<file path="src/logic/tpo_pkg.sv">
// Package for the four-channel timer: register map, field positions, reset values.
// Assumes an 8-bit register port with a 5-bit word address.
package tpo_pkg;

  localparam int DW = 8;
  localparam int AW = 5;
  localparam int NCH = 4;

  // Register word addresses
  localparam logic [4:0] A_STAT = 5'h00;
  localparam logic [4:0] A_CNT_H = 5'h01;
  localparam logic [4:0] A_CNT_L = 5'h02;
  localparam logic [4:0] A_PER_H = 5'h03;
  localparam logic [4:0] A_PER_L = 5'h04;
  localparam int A_CH_BASE = 5;
  localparam int A_CH_STRIDE = 3;

  // Timer status/control fields
  localparam int ST_FLAG = 7;
  localparam int ST_IEN = 6;
  localparam int ST_HALT = 5;
  localparam int ST_CLR = 4;
  localparam int PS_LSB = 0;
  localparam int PS_W = 3;

  // Channel control/status fields
  localparam int CC_FLAG = 7;
  localparam int CC_IEN = 6;
  localparam int CC_BUF = 5;
  localparam int CC_MODE = 4;
  localparam int CC_ELS_LSB = 2;
  localparam int CC_TOV = 1;
  localparam int CC_MAX = 0;

  // Reset values and codes
  localparam logic HALT_RST = 1'b1;
  localparam logic [15:0] PERIOD_RST = 16'hffff;
  localparam logic [2:0] PS_EXT = 3'h7;
  localparam logic [1:0] ELS_OFF = 2'h0;
  localparam logic [1:0] ELS_TOGGLE = 2'h1;
  localparam logic [1:0] ELS_CLEAR = 2'h2;
  localparam logic [1:0] ELS_RISE = 2'h1;
  localparam logic [1:0] ELS_FALL = 2'h2;
  localparam int SYNC_W = 5;

  typedef enum logic [1:0] {TPO_CAPTURE, TPO_COMPARE, TPO_BUFFERED} tpo_mode_t;

  // Mode select pair: buffer bit outranks the low bit
  function automatic tpo_mode_t tpo_decode(input logic buf_sel, input logic low_sel);
    if (buf_sel) return TPO_BUFFERED;
    if (low_sel) return TPO_COMPARE;
    return TPO_CAPTURE;
  endfunction

  // Word address of channel c, register k (0 control, 1 high, 2 low)
  function automatic logic [4:0] tpo_ch_addr(input int c, input int k);
    return 5'(A_CH_BASE + c * A_CH_STRIDE + k);
  endfunction

endpackage

</file>
<file path="src/logic/tpo_pin_sync.sv">
// Three-stage synchroniser with agreement filter for asynchronous pins.
// Assumes the pins change no faster than half the system clock.
module tpo_pin_sync
  import tpo_pkg::*;
(
  input wire logic sys_clk, // System clock
  input wire logic rst, // Synchronous reset, high
  input wire logic [SYNC_W-1:0] pin_in, // Raw pin levels
  output logic [SYNC_W-1:0] pin_filt // Settled levels
);

  typedef struct packed {
    logic [SYNC_W-1:0] s1;
    logic [SYNC_W-1:0] s2;
    logic [SYNC_W-1:0] s3;
    logic [SYNC_W-1:0] filt;
  } tpo_sync_t;

  tpo_sync_t sy_reg;
  tpo_sync_t sy_next;

  // A level counts only once stages two and three agree
  always_comb begin
    sy_next = sy_reg;
    sy_next.s1 = pin_in;
    sy_next.s2 = sy_reg.s1;
    sy_next.s3 = sy_reg.s2;
    for (int i = 0; i < SYNC_W; i++) begin
      if (sy_reg.s2[i] == sy_reg.s3[i]) sy_next.filt[i] = sy_reg.s3[i];
    end
  end

  always_ff @(posedge sys_clk) begin
    if (rst) begin
      sy_reg <= '0;
    end else begin
      sy_reg <= sy_next;
    end
  end

  assign pin_filt = sy_reg.filt;

endmodule

</file>
<file path="src/logic/tpo_timer.sv">
// Four-channel timer with counter, prescaler, compare/capture and PWM channels.
// Assumes a register master on sys_clk and asynchronous pins through tpo_pin_sync.
//
// Behaviour
// - Mode bits 0:1 mean unbuffered compare, 1:0 mean buffered pair.
// - Compare drives pin low for select 1:0, high for 1:1.
// - Toggle-at-wrap set makes the output toggle at every counter wrap.
// - Channel 0 buffer bit links channels 0 and 1, starts on channel 0.
// - Channel 2 buffer bit links channels 2 and 3, starts on channel 2.
// - Toggle-at-wrap clear gives no wrap toggle; with clear on compare, 0% duty.
// - Full-duty bit with toggle-at-wrap clear holds output high.
// - Wrap flag sets when counter rolls to zero after the period limit.
// - Channel flag sets on each capture or compare; enable gates its request.
// - In wait state the timer runs, ignores the port, requests still wake.
// - Counter stops while a debug break is active.
// - During break, flag clears only happen with break-clear enabled.
// - First clear step before break survives it; second step later clears.
// - Prescale select all ones takes the external clock pin as count clock.
// - Selected external clock pin is an input whatever its direction bit.
// - Each channel pin is capture input or compare output independently, except the odd pin of a linked pair, which goes to the port.
// - Wrap flag clears by read then write zero; new wrap cancels it.
// - Halt bit freezes counting; reset sets it.
// - Counter clear bit zeroes counter and prescaler and reads as zero.
// - Prescale codes 0 to 6 divide by 1 to 64; reset clears them.
// - Last written register of a linked pair governs from next wrap.
module tpo_timer
  import tpo_pkg::*;
(
  input wire logic sys_clk, // System clock, 25 MHz
  input wire logic rst, // Synchronous reset, high
  input wire logic [AW-1:0] reg_addr, // Register word address
  input wire logic [DW-1:0] reg_wdata, // Write data
  input wire logic reg_wr, // Write strobe
  input wire logic reg_rd, // Read strobe
  output logic [DW-1:0] reg_rdata, // Read data, cycle after strobe
  input wire logic cpu_wait, // Processor in wait state
  input wire logic break_active, // Debug break in progress
  input wire logic break_clear_en, // Break-time flag clears allowed
  input wire logic port_d6_direction, // Port direction bit of clock pin
  input wire logic ext_timer_clock_pin_in, // External clock pin level
  output logic ext_timer_clock_pin_oe, // Port drive enable of clock pin
  input wire logic [NCH-1:0] chan_pin_in, // Channel pin levels
  output logic [NCH-1:0] chan_pin_out, // Channel pin drive level
  output logic [NCH-1:0] chan_pin_oe, // Channel pin drive enable
  output logic wrap_irq, // Wrap interrupt request
  output logic [NCH-1:0] chan_irq, // Channel interrupt requests
  output logic timer_wake // Any request, wakes the processor
);

  typedef struct packed {
    logic [15:0] cnt;
    logic [6:0] pre;
    logic halt;
    logic wrap_ien;
    logic [2:0] ps;
    logic wrap_flag;
    logic wrap_arm;
    logic [15:0] period;
    logic [NCH-1:0][15:0] chv;
    logic [NCH-1:0][6:0] cctl;
    logic [NCH-1:0] cflag;
    logic [NCH-1:0] carm;
    logic [1:0] lastw;
    logic [1:0] act;
    logic [NCH-1:0] pin_prev;
    logic ext_prev;
    logic [NCH-1:0] pout;
    logic [NCH-1:0] poe;
    logic ext_oe;
    logic [DW-1:0] rdata;
    logic wrap_irq;
    logic [NCH-1:0] chan_irq;
    logic wake;
  } tpo_state_t;

  tpo_state_t st_reg;
  tpo_state_t st_next;
  logic [SYNC_W-1:0] pin_filt;
  logic [NCH-1:0] chan_f;
  logic ext_f;
  logic bus_wr;
  logic bus_rd;
  logic flag_lock;
  logic ext_sel;
  logic run;
  logic [6:0] pmask;
  logic tick;
  logic wrap;
  logic [15:0] cnt_step;

  // Pins arrive from outside the clock domain
  tpo_pin_sync u_sync (
    .sys_clk(sys_clk),
    .rst(rst),
    .pin_in({ext_timer_clock_pin_in, chan_pin_in}),
    .pin_filt(pin_filt)
  );

  assign chan_f = pin_filt[NCH-1:0];
  assign ext_f = pin_filt[NCH];

  // Port is shut while the processor waits; the timer itself keeps going
  assign bus_wr = reg_wr & ~cpu_wait;
  assign bus_rd = reg_rd & ~cpu_wait;
  assign flag_lock = break_active & ~break_clear_en;
  assign ext_sel = (st_reg.ps == PS_EXT);
  assign run = ~st_reg.halt & ~break_active;

  // Divide-by-2^ps enable; ps of zero gives a tick every cycle
  assign pmask = 7'((8'h01 << st_reg.ps) - 8'h01);
  assign tick = run & (ext_sel ? (ext_f & ~st_reg.ext_prev)
                               : ((st_reg.pre & pmask) == pmask));
  assign wrap = tick & (st_reg.cnt == st_reg.period);
  // Value the counter takes at this tick
  assign cnt_step = wrap ? 16'h0000 : st_reg.cnt + 16'h0001;

  // Next-state logic for the whole timer
  always_comb begin
    tpo_mode_t md;
    logic [6:0] cc;
    logic [1:0] els;
    logic [15:0] cv;
    logic odd_off;
    logic out_mode;
    logic cap_mode;
    logic ev;
    logic rise;
    logic fall;
    md = TPO_CAPTURE;
    cc = '0;
    els = '0;
    cv = '0;
    odd_off = 1'b0;
    out_mode = 1'b0;
    cap_mode = 1'b0;
    ev = 1'b0;
    rise = 1'b0;
    fall = 1'b0;
    st_next = st_reg;
    st_next.rdata = '0;
    st_next.ext_prev = ext_f;

    // Counter and prescaler; the prescaler rests while an external clock drives
    if (run && !ext_sel) st_next.pre = st_reg.pre + 7'h01;
    if (tick) st_next.cnt = cnt_step;

    // Buffered pairs swap to the last written register at each wrap
    for (int p = 0; p < 2; p++) begin
      if (wrap && st_reg.cctl[2 * p][CC_BUF]) st_next.act[p] = st_reg.lastw[p];
    end

    // Status register: read arms the clear, write zero finishes it
    if (bus_rd && reg_addr == A_STAT) begin
      st_next.rdata = {st_reg.wrap_flag, st_reg.wrap_ien, st_reg.halt, 2'b00, st_reg.ps};
      if (st_reg.wrap_flag && !flag_lock) st_next.wrap_arm = 1'b1;
    end
    if (bus_wr && reg_addr == A_STAT) begin
      st_next.wrap_ien = reg_wdata[ST_IEN];
      st_next.halt = reg_wdata[ST_HALT];
      st_next.ps = reg_wdata[PS_LSB +: PS_W];
      if (!reg_wdata[ST_FLAG] && st_reg.wrap_arm && !flag_lock) begin
        st_next.wrap_flag = 1'b0;
        st_next.wrap_arm = 1'b0;
      end
      // Clear bit is not stored, so it always reads back as zero
      if (reg_wdata[ST_CLR]) begin
        st_next.cnt = 16'h0000;
        st_next.pre = 7'h00;
      end
    end
    // A wrap in the same cycle beats the clear and drops the armed step
    if (wrap) begin
      st_next.wrap_flag = 1'b1;
      st_next.wrap_arm = 1'b0;
    end

    // Counter and period registers
    if (bus_rd) begin
      case (reg_addr)
        A_CNT_H: st_next.rdata = st_reg.cnt[15:8];
        A_CNT_L: st_next.rdata = st_reg.cnt[7:0];
        A_PER_H: st_next.rdata = st_reg.period[15:8];
        A_PER_L: st_next.rdata = st_reg.period[7:0];
        default: ;
      endcase
    end
    if (bus_wr && reg_addr == A_PER_H) st_next.period[15:8] = reg_wdata;
    if (bus_wr && reg_addr == A_PER_L) st_next.period[7:0] = reg_wdata;

    // Channels
    for (int c = 0; c < NCH; c++) begin
      cc = st_reg.cctl[c];
      md = tpo_decode(cc[CC_BUF], cc[CC_MODE]);
      els = cc[CC_ELS_LSB +: 2];
      // The odd channel of a linked pair is handed back to the port
      odd_off = (c % 2 == 1) && st_reg.cctl[c & 2][CC_BUF];
      cv = (md == TPO_BUFFERED && st_reg.act[c / 2]) ? st_reg.chv[c | 1]
                                                     : st_reg.chv[c];
      out_mode = !odd_off && md != TPO_CAPTURE && els != ELS_OFF;
      cap_mode = !odd_off && md == TPO_CAPTURE && els != ELS_OFF;
      st_next.poe[c] = out_mode;
      rise = chan_f[c] & ~st_reg.pin_prev[c];
      fall = ~chan_f[c] & st_reg.pin_prev[c];
      st_next.pin_prev[c] = chan_f[c];
      ev = 1'b0;
      if (out_mode) begin
        // Wrap toggle first, so a compare in the same tick sets the final level
        if (wrap && cc[CC_TOV]) st_next.pout[c] = ~st_reg.pout[c];
        // Compare fires as the counter steps onto the value, so width equals it
        if (tick && cnt_step == cv) begin
          ev = 1'b1;
          case (els)
            ELS_TOGGLE: st_next.pout[c] = ~st_next.pout[c];
            ELS_CLEAR: st_next.pout[c] = 1'b0;
            default: st_next.pout[c] = 1'b1;
          endcase
        end
        if (cc[CC_MAX] && !cc[CC_TOV]) st_next.pout[c] = 1'b1;
      end else if (cap_mode) begin
        case (els)
          ELS_RISE: ev = rise;
          ELS_FALL: ev = fall;
          default: ev = rise | fall;
        endcase
        if (ev) st_next.chv[c] = st_reg.cnt;
      end

      // Control register access with the two-step flag clear
      if (bus_rd && reg_addr == tpo_ch_addr(c, 0)) begin
        st_next.rdata = {st_reg.cflag[c], cc};
        if (st_reg.cflag[c] && !flag_lock) st_next.carm[c] = 1'b1;
      end
      if (bus_wr && reg_addr == tpo_ch_addr(c, 0)) begin
        st_next.cctl[c] = reg_wdata[6:0];
        // Only the even channels own a buffer bit
        if (c % 2 == 1) st_next.cctl[c][CC_BUF] = 1'b0;
        // Fresh link: the even channel governs first
        if (c % 2 == 0 && reg_wdata[CC_BUF] && !cc[CC_BUF]) begin
          st_next.act[c / 2] = 1'b0;
          st_next.lastw[c / 2] = 1'b0;
        end
        if (!reg_wdata[CC_FLAG] && st_reg.carm[c] && !flag_lock) begin
          st_next.cflag[c] = 1'b0;
          st_next.carm[c] = 1'b0;
        end
      end

      // Channel value registers
      if (bus_rd && reg_addr == tpo_ch_addr(c, 1)) st_next.rdata = st_reg.chv[c][15:8];
      if (bus_rd && reg_addr == tpo_ch_addr(c, 2)) st_next.rdata = st_reg.chv[c][7:0];
      if (bus_wr && reg_addr == tpo_ch_addr(c, 1)) st_next.chv[c][15:8] = reg_wdata;
      if (bus_wr && reg_addr == tpo_ch_addr(c, 2)) st_next.chv[c][7:0] = reg_wdata;
      if (bus_wr && st_reg.cctl[c & 2][CC_BUF]
          && (reg_addr == tpo_ch_addr(c, 1) || reg_addr == tpo_ch_addr(c, 2))) begin
        st_next.lastw[c / 2] = (c % 2 == 1);
      end

      // An event beats a clear landing in the same cycle
      if (ev) begin
        st_next.cflag[c] = 1'b1;
        st_next.carm[c] = 1'b0;
      end
      st_next.chan_irq[c] = st_next.cflag[c] & st_next.cctl[c][CC_IEN];
    end

    // Requests follow the flags they come from, in the same cycle
    st_next.wrap_irq = st_next.wrap_flag & st_next.wrap_ien;
    st_next.wake = st_next.wrap_irq | (|st_next.chan_irq);
    st_next.ext_oe = port_d6_direction & (st_next.ps != PS_EXT);
  end

  // State register; counter halted out of reset
  always_ff @(posedge sys_clk) begin
    if (rst) begin
      st_reg <= '0;
      st_reg.halt <= HALT_RST;
      st_reg.period <= PERIOD_RST;
    end else begin
      st_reg <= st_next;
    end
  end

  assign reg_rdata = st_reg.rdata;
  assign chan_pin_out = st_reg.pout;
  assign chan_pin_oe = st_reg.poe;
  assign ext_timer_clock_pin_oe = st_reg.ext_oe;
  assign wrap_irq = st_reg.wrap_irq;
  assign chan_irq = st_reg.chan_irq;
  assign timer_wake = st_reg.wake;
endmodule

</file>
<file path="config.mk">
export PLATFORM = sky130hd
export DESIGN_NAME = tpo_timer
export DESIGN_NICKNAME = d
export VERILOG_FILES = /design/src/logic/tpo_pkg.sv /design/src/logic/tpo_pin_sync.sv /design/src/logic/tpo_timer.sv
export SDC_FILE = /design/constraint.sdc
export NUM_CORES = 1
export LEC_CHECK = 0
export ABC_AREA = 1
export BUFFER_PORTS_ARGS = -buffer_cell sky130_fd_sc_hd__buf_2
export CELL_PAD_IN_SITES_DETAIL_PLACEMENT = 1
export CELL_PAD_IN_SITES_GLOBAL_PLACEMENT = 1
export CORE_UTILIZATION = 46
export CTS_BUF_LIST = sky130_fd_sc_hd__clkbuf_2
export CTS_CLUSTER_DIAMETER = 40
export DETAILED_ROUTE_END_ITERATION = 12
export GPL_TIMING_DRIVEN = 0
export PLACE_DENSITY_LB_ADDON = 0.2
export SYNTH_ARGS = -nofsm -noshare
export SYNTH_HDL_FRONTEND = slang
export SYNTH_SLANG_ARGS = --single-unit
</file>
<file path="constraint.sdc">
create_clock -name sys_clk -period 2.6 [get_ports sys_clk]
set_input_delay 0.52 -clock sys_clk [delete_from_list [all_inputs] [get_ports sys_clk]]
set_output_delay 0.52 -clock sys_clk [all_outputs]
set_load 0.03 [all_outputs]
</file>
# Word-level counts from Yosys, hierarchy flattened
# Cells that the tools add are included.
[totals]
reg_bits = 196
input_bits = 26
output_inout_bits = 23
wordCells = 451
[classes]
addsub = 3
n_eq_ne = 47
n_shift = 1
n_mux = 157
bitwise_logic = 48
reduce_logical = 142
[op_table]
columns = ["operator", "count"]
rows = [
  ["$mux 16", 16],
  ["$mux 8", 22],
  ["$mux 1", 89],
  ["$eq 16x16->1", 5],
  ["$logic_and 1x1->1", 80],
  ["$reduce_bool 2->1", 24],
  ["$eq 5x4->1 const B", 8],
  ["$mux 7", 5],
  ["$pmux 8 s4", 1],
  ["$mux 30", 1],
  ["$mux 2", 14],
  ["$reduce_and 3->1", 8],
  ["$mux 23", 1],
  ["$and 1x1->1", 21],
  ["$not 1->1", 21],
  ["$eq 5x3->1 const B", 4],
  ["$add 16x1->16 const B", 1],
  ["$ne 2x1->1 const B", 8],
  ["$pmux 1 s2", 8],
  ["$eq 2x2->1 const B", 6],
  ["$reduce_bool 3->1", 4],
  ["$eq 5x2->1 const B", 2],
  ["$reduce_or 2->1", 5],
  ["$logic_not 1->1", 9],
  ["17 further kinds", 35],
]

# Depth between registers and ports, before layout
# Gate-level depths: netlist (run 1).
[logic_depth]
word_depth = 18
mapped_depth = 24
depth_no_buf = 23

# By module
# Synthesis (run 1) repeated with hierarchy kept, for this count alone.
[hier_totals]
cells_unflattened = 1764
hier_area_um2 = 11390.9
[by_module_without_submodules]
columns = ["mod", "n_inst", "cells_each", "area_per_inst_um2", "seq_area_each_um2"]
rows = [
  ["tpo_timer", 1, 1691, 10745.3, 3503.4],
  ["tpo_pin_sync", 1, 73, 645.6, 400.4],
]

# Worst setup path before layout (run 1)
# OpenSTA, ideal clock, no wires.
[synth_timing]
kind = "input to register"
start = "input reg_addr[1]"
end = "register st_reg, in the netlist reg_rdata[5]"
setup_ns = 0.119
arrival_time_ns = 2.152
required_time_ns = 2.481
path_slack_ns = 0.328
stages = 16
n_path_buf = 0
path_cell_list = "nor2_1 > inv_1 > nor2_1 > inv_1 > o21ai_0 > o21ai_0 > a211oi_1 > nor3_1 > a21oi_1 > nand2_1 > o21ai_0 > o211ai_1 > nand2_1 > nand2_1 > nand2_1 > a21oi_1"
[synth_between]
elab_chain_cells = 17
word_cells_on_any_way = 45
cone_classes = "eq/ne: 16; mux: 15; reduce/logical: 14"
[synth_rtl]
columns = ["element", "line", "rtl"]
rows = [
  ["start, declared", "tpo_timer.sv:31", "input wire logic [AW-1:0] reg_addr,"],
  ["$logic_not 5->1", "tpo_timer.sv:153", "if (bus_rd && reg_addr == A_STAT) begin"],
  ["$logic_and 1x1->1", "tpo_timer.sv:153", ""],
  ["$mux 8", "tpo_timer.sv:153", ""],
  ["$pmux 8 s4", "tpo_timer.sv:179", "case (reg_addr)"],
  ["$mux 8", "tpo_timer.sv:178", "if (bus_rd) begin"],
  ["$mux 8", "tpo_timer.sv:229", "if (bus_rd && reg_addr == tpo_ch_addr(c, 0)) begin"],
  ["$mux 8", "tpo_timer.sv:249", "if (bus_rd && reg_addr == tpo_ch_addr(c, 1)) st_next.rdata = st_reg.chv[c][15:8];"],
  ["$mux 8", "tpo_timer.sv:250", "if (bus_rd && reg_addr == tpo_ch_addr(c, 2)) st_next.rdata = st_reg.chv[c][7:0];"],
  ["$mux 8", "tpo_timer.sv:229", ""],
  ["$mux 8", "tpo_timer.sv:249", ""],
  ["$mux 8", "tpo_timer.sv:250", ""],
  ["$mux 8", "tpo_timer.sv:229", ""],
  ["$mux 8", "tpo_timer.sv:249", ""],
  ["$mux 8", "tpo_timer.sv:250", ""],
  ["$mux 8", "tpo_timer.sv:229", ""],
  ["$mux 8", "tpo_timer.sv:249", ""],
  ["$mux 8 *", "tpo_timer.sv:250", ""],
  ["end signal, assigned", "tpo_timer.sv:279", "st_reg <= st_next;"],
  ["end, declared", "tpo_timer.sv:76", "tpo_state_t st_reg;"],
]
# Mark *: on every way between the ends. The rest lies on a longest branch, timed or not.
# A chain may end at the register's enable or synchronous reset.

# Worst setup path after layout (run 1)
[layout_timing]
start = "register u_sync.sy_reg, in the netlist u_sync.pin_filt[4]"
end = "register st_reg[36] (netlist bit)"
[layout_between]
elab_chain_cells = 10
[layout_rtl]
columns = ["element", "line", "rtl"]
rows = [
  ["start, declared", "tpo_pin_sync.sv:19", "tpo_sync_t sy_reg;"],
  ["start signal, assigned", "tpo_pin_sync.sv:37", "sy_reg <= sy_next;"],
  ["$and 1x1->1 *", "tpo_timer.sv:111", "assign tick = run & (ext_sel ? (ext_f & ~st_reg.ext_prev)"],
  ["$mux 1 *", "tpo_timer.sv:111", ""],
  ["$and 1x1->1 *", "tpo_timer.sv:111", ""],
  ["$and 1x1->1", "tpo_timer.sv:113", "assign wrap = tick & (st_reg.cnt == st_reg.period);"],
  ["$mux 16", "tpo_timer.sv:115", "assign cnt_step = wrap ? 16'h0000 : st_reg.cnt + 16'h0001;"],
  ["$eq 16x16->1", "tpo_timer.sv:210", "if (tick && cnt_step == cv) begin"],
  ["$logic_and 1x1->1 *", "tpo_timer.sv:210", ""],
  ["$mux 1 *", "tpo_timer.sv:210", ""],
  ["$mux 1 *", "tpo_timer.sv:206", "if (out_mode) begin"],
  ["$mux 1 *", "tpo_timer.sv:259", "if (ev) begin"],
]
# Marked as above.

==> results.toml, run 1 <==
[grt]
antenna_found_initial = 1
met2_usage_pct = 63.7
top_usage_layer = "met2"
use_met1_pct = 50.8
grt_max_degree = 24
grt_overflow = 0
grt_first_pass_wirelength_um = 76400
grt_use_met3_pct = 7.32
grt_pass1_vias = 13000
grt_util_all_layers_pct = 39.9

[timing]
finalWorstSetupSlack_ps = -227
finalMaxSlewViolations = 0
tightest_slew_ps = 1320
hold_viol = 0
fin_setup_tns_ps = -1870
slew-limit-headroom_pct = 12.2
period_minus_slack_ps = 2830
finalCritPeriodShare_pct = 109
fmax_mhz = 354
finalSetupViolations = 14
rsz0062_at_grt = "true"
fin_skew_ps = 95.6

[yosys]
synthArstFlopShare_pct = 0
netlist_instances = 1773
ys.flop_type = "dfxtp_1"
synth.top_cell.area_share_pct = 34.1
avgSynthCellArea_um2 = 6.46
synth_area_leaders = "dfxtp_1 (34%), nand2_1 (16%), inv_1 (7.6%)"
synth_nets = 1821
synth-edff-count = 0
yosys_warnings = 0
ys_ff_latch = 195
synth_top_area_cell = "dfxtp_1"
syn_area_mm2 = 0.0114
seq_area_frac_synth_pct = 34.1
synth_cell_types = 46

[cells_and_area]
fin_area_mm2 = 0.0133
mostFrequentLayoutCell = "nand2_1"
drive_above_1_share_pct = 14.3
nNetsFinal = 1938
stdcell_count = 2228
most-common-layout-cells = "nand2_1 (460), inv_1 (226), dfxtp_1 (177), nor2_1 (162), nand3_1 (133)"
area_delta_synth_final_pct = 16.4
largest_reg_flops = 152
fillers = 3350

[worst_setup_path]
crit_chain = "inv_1, nor2_2, nand4_1, a21oi_4, nand2_4, buf_12, nand2_4, xor2_1, nor3b_2, nand4_1, nor2_4, nand4_1, nand3_2, nand2_1, inv_1"
startpoint = "u_sync.pin_filt[4]"
critPathKind = "reg -> reg"
rr_endpoint = "st_reg[36]"
slowest_stage = "dfxtp_2"
crit_required_ps = 3390
slowest_delay_ps = 410
r2r_cells = 15
cp.arrival_ps = 3620
critPathLaunchType = "flop"
critPathCaptureType = "flop"
r2r_start = "u_sync.pin_filt[4]"
cp_common_cell = "nand4_1"
r2r_setup_slack_ps = -230
crit_fanout = 10

[placement]
gp_congestion = 1.02
dp.cells = 2144
port_buffers = 47
hpwl_um = 37600
dpl-instance-area_mm2 = 0.0121

[clock_tree]
cts_made_buffers = 17
cts.sinks = 195
cts_tree = "built"
clk_pin_slew_ps = 420
cts_max_path_buffers = 2
root_buffer = "clkbuf_2"
clock_latency_ps = 890
htree_levels = 4

[hold_path]
holdPathStages = 3
holdCritPathClass = "in -> reg"
whs_endpoint = "st_reg[61]"
hp-start = "reg_wdata[0]"

[status]
violations = "negative setup slack"
outcome = "finished, violations left"

[die]
core_area_mm2 = 0.0244
num_rows = 57
io_pins = 49
die_x_um = 160
die_area_mm2 = 0.0255
fp.dieH_um = 160
initial_core_util_pct = 46.9

[run]
drv_cap = 0

[drt]
drt_iter0_drc = 1402
wire_per_inst_um = 23.0
dr.pass1.iters = 8
avgViaCountPerCell = 5.87
ant_nets = 0
totalWireLength_um = 51200
drc = 0
vias = 13100

[pwr]
power.total_w = 0.00535
vdd_drop_max_v = 0.000334
p_leak_nw = 5.69
power_density_mw_per_mm2 = 402
[kinds of logic (layout without fill, tap and decap cells)]
family | count (synthesis) | count (layout) | synth area share [%]
AOI/OAI and AO/OA | 293 | 293 | 14.6
xor gates and xnor gates | 43 | 43 | 3.29
adders and majority gates | 22 | 22 | 2.40
buffers and inverters | 328 | 458 | 12.1
DFF | 195 | 195 | 34.1
muxes | 10 | 10 | 0.874
other | 0 | 1 | 0
and+or+nand+nor | 882 | 882 | 32.6
[critical path, delay by kind of cell, from the launching register on]
| family | cells | cell delay, ps |
|---|---|---|
| and+or+nand+nor | 10 | 1590 |
| DFF | 1 | 410 |
| buffers and inverters | 3 | 320 |
| xor gates and xnor gates | 1 | 100 |
| AOI/OAI and AO/OA | 1 | 310 |
[synthesized netlist by cell type, types with 7 or more instances]
cell type / count
nor2_1: 179
or2_2: 8
o211ai_1: 18
inv_1: 233
nand3b_1: 10
nand2_1: 473
dfxtp_1: 195
nand3_1: 140
nand4_1: 29
xnor2_1: 20
mux2i_1: 10
clkbuf_1: 43
nor3_1: 20
a21oi_1: 77
nor2_2: 7
a31oi_1: 62
o21ai_0: 109
buf_4: 26
buf_2: 13
xor2_1: 23
ha_1: 22
[cell type report]
type | instances | area, um^2 | share of cell area (%)
clock inverters | 15 | 233 | 1.75
inverters | 239 | 916 | 6.88
plain buffers | 87 | 617 | 4.63
repair buffers | 100 | 684 | 5.14
diodes | 1 | 2.50 | 0.0188
multi-input cells | 1250 | 6430 | 48.3
flip-flops and latches | 195 | 3940 | 29.6
clock buffers | 17 | 85.1 | 0.639
well taps | 324 | 405 | 3.04
[layer usage]
layer | up-vias | wire length (um)
li1 | 5956 | -
met1 | 6284 | 20500
met2 | 666 | 23000
met3 | 178 | 4820
met4 | 0 | 2860
met5 | - | 0
[stage by stage]
step | hold WS [ps] | util (%) | setup slack, ps
final | 31.6 | 54.6 | -227
after CTS | 18.0 | 53.3 | -129
after global placement | 391 | 49.6 | -783
after floorplan | 388 | - | 328
after detailed placement | 397 | 49.6 | -843
after global routing | 10.1 | 54.6 | -319
[power breakdown]
group / switching, W / internal, W
combinational: 0.000290 / 0.0000987
sequential: 0.0000179 / 0.00303
clock: 0.00143 / 0.000491
[timing repair]
item,in CTS,in global routing
pin swaps,15,14
hold buffers,10,1
endpoints found under the hold margin,14,1
buffers inserted,24,18
setup endpoints to repair,28,71
resized for setup,103,46
[worst max path at each step]
stage	endpoint	slack [ps]	cells after the start
final	st_reg[36]	-230	15
after floorplan	reg_rdata[5]	330	16
after detailed placement	timer_wake	-840	15
after CTS	st_reg[36]	-130	16
after global placement	timer_wake	-780	15
after global routing	timer_wake	-320	19
(Power assumes the default switching activity.)
==> inputs of run 2 (changes only) <==
- CORE_UTILIZATION: 46 -> 35
==> results.toml, run 2 (synthesized netlist as in run 1, its figures left out) <==
[status]
outcome = "finished, violations left"
violations = "negative setup slack"

[cells_and_area]
area_delta_synth_final_pct = 23.7
most-common-layout-cells = "nand2_1 (447), inv_1 (217), dfxtp_1 (172), nor2_1 (160), nand3_1 (125)"
nNetsFinal = 1977
stdcell_count = 2379
fillers = 4209
largest_reg_flops = 152
drive_above_1_share_pct = 17.9
mostFrequentLayoutCell = "nand2_1"

[hold_path]
holdPathStages = 5
hp-start = "reg_addr[1]"
whs_endpoint = "st_reg[31]"
holdCritPathClass = "in -> reg"

[pwr]
p_leak_nw = 6.01
power.total_w = 0.00499
power_density_mw_per_mm2 = 352
vdd_drop_max_v = 0.000316

[worst_setup_path]
r2r_start = "st_reg[162]"
crit_fanout = 8
crit_chain = "buf_12, inv_8, nand2_2, nand2_1, nand2_1, nor2_1, nand2_1, nor2_4, nand2_8, buf_12, clkbuf_16, nand3_1, nand2_1, nor2_1, nand2_1, nor2_4, nand4_1, buf_4, buf_4, nand3_1, nor2_1"
rr_endpoint = "st_reg[34]"
r2r_cells = 21
slowest_stage = "dfxtp_4"
critPathCaptureType = "flop"
cp.arrival_ps = 3730
slowest_delay_ps = 420
critPathKind = "reg -> reg"
crit_required_ps = 3450
critPathLaunchType = "flop"
r2r_setup_slack_ps = -280
cp_common_cell = "nand2_1"

[die]
initial_core_util_pct = 35.9
io_pins = 49
die_x_um = 183
die_area_mm2 = 0.0334
fp.dieH_um = 183
core_area_mm2 = 0.0319
num_rows = 65

[timing]
rsz0062_at_grt = "true"
finalSetupViolations = 14
fin_skew_ps = 72.6
hold_viol = 0
finalCritPeriodShare_pct = 111
period_minus_slack_ps = 2880
fmax_mhz = 347
finalWorstSetupSlack_ps = -282
finalMaxSlewViolations = 0
tightest_slew_ps = 1190
slew-limit-headroom_pct = 21.0

[drt]
met1_length_um = 23400
wire_per_inst_um = 22.6
met3_length_um = 4060
drt_iter0_drc = 1277
met2_wirelength_um = 24500
vias = 13100
avgViaCountPerCell = 5.51
drc = 0
totalWireLength_um = 53700
dr.pass1.iters = 7
routed.top_layer = "met4"
ant_nets = 0

[grt]
grt_pass1_vias = 12700
grt_first_pass_wirelength_um = 78600
grt_max_degree = 20
grt_overflow = 0
grt_util_all_layers_pct = 32.1
antenna_found_initial = 1

[placement]
gp_congestion = 1.00
pre_cts_slack_ps = -931
port_buffers = 47
dp.cells = 2255
hpwl_um = 39000

[clock_tree]
cts_made_buffers = 17
root_buffer = "clkbuf_2"
cts_max_path_buffers = 2
cts.sinks = 195
cts_tree = "built"
clock_latency_ps = 940
clk_pin_slew_ps = 280
htree_levels = 4

[run]
drv_cap = 0
run 2: cell types whose count changed in the layout (fill, tap and decap cells not counted), moves of 8 or more:
| cell | previous run | this run |
|---|---|---|
| buf_4 | 62 | 84 |
| inv_1 | 226 | 217 |
| inv_2 | 6 | 14 |
| nand2_1 | 460 | 447 |
| nand2_8 | 1 | 14 |
| nand3_1 | 133 | 125 |
run 2: stage by stage:
stage	utilization [%]	hold WS (ps)	instance area (um^2)	setup TNS (ps)
after floorplan	-	388	11400	0
after global placement	38.4	391	12200	-22600
after detailed placement	38.4	398	12200	-26600
after CTS	43.1	81.6	13700	-231
after global routing	44.4	81.1	14200	-3730
final	44.4	137	14200	-1760
run 2: power breakdown:
group | leakage [nW] | total [W] | switching, W | internal [W]
clock network | 0.139 | 0.00155 | 0.00111 | 0.000432
registers | 1.59 | 0.00303 | 0.0000183 | 0.00301
logic | 4.28 | 0.000409 | 0.000296 | 0.000113
run 2: critical path: cells and delay by family (launching register included):
kind / cells / cell delay [ps]
buffers and inverters: 6 / 870
flip-flops: 1 / 420
AND/OR/NAND/NOR: 15 / 1520
run 2: per-layer routing:
metal,vias to the layer above,track usage (%)
met4,0,10.6
met1,6438,42.6
met5,-,0
met3,112,6.16
met2,529,52.2
li1,6039,-
run 2: layout make-up:
cell class              count  area (um^2)  share of cell area (%)
multi-input cells        1250         6760                    47.7
inverters                 239          921                    6.50
well taps                 435          544                    3.84
plain buffers              86          682                    4.81
clock buffers              19         95.1                   0.671
flip-flops and latches    195         3960                    27.9
repair buffers            140         1090                    7.68
clock inverters            13          116                   0.821
diodes                      2         5.00                  0.0353
run 2: what timing repair did:
action                                  4_1_cts  5_1_grt
gates resized for setup                     173       81
cloned                                        2        1
endpoints found under the setup margin       22       44
buffers inserted                             55       22
endpoints found under the hold margin        24        0
hold buffers                                 14        0
pin swaps                                    23       56
run 2: how the worst max path moves through the flow:
stage | to | start | slack (ps)
after CTS | timer_wake | st_reg[155] | -80
after detailed placement | reg_rdata[5] | reg_addr[1] | -930
after global placement | timer_wake | break_active | -860
after floorplan | reg_rdata[5] | reg_addr[1] | 330
after global routing | timer_wake | st_reg[169] | -410
final | st_reg[34] | st_reg[162] | -280
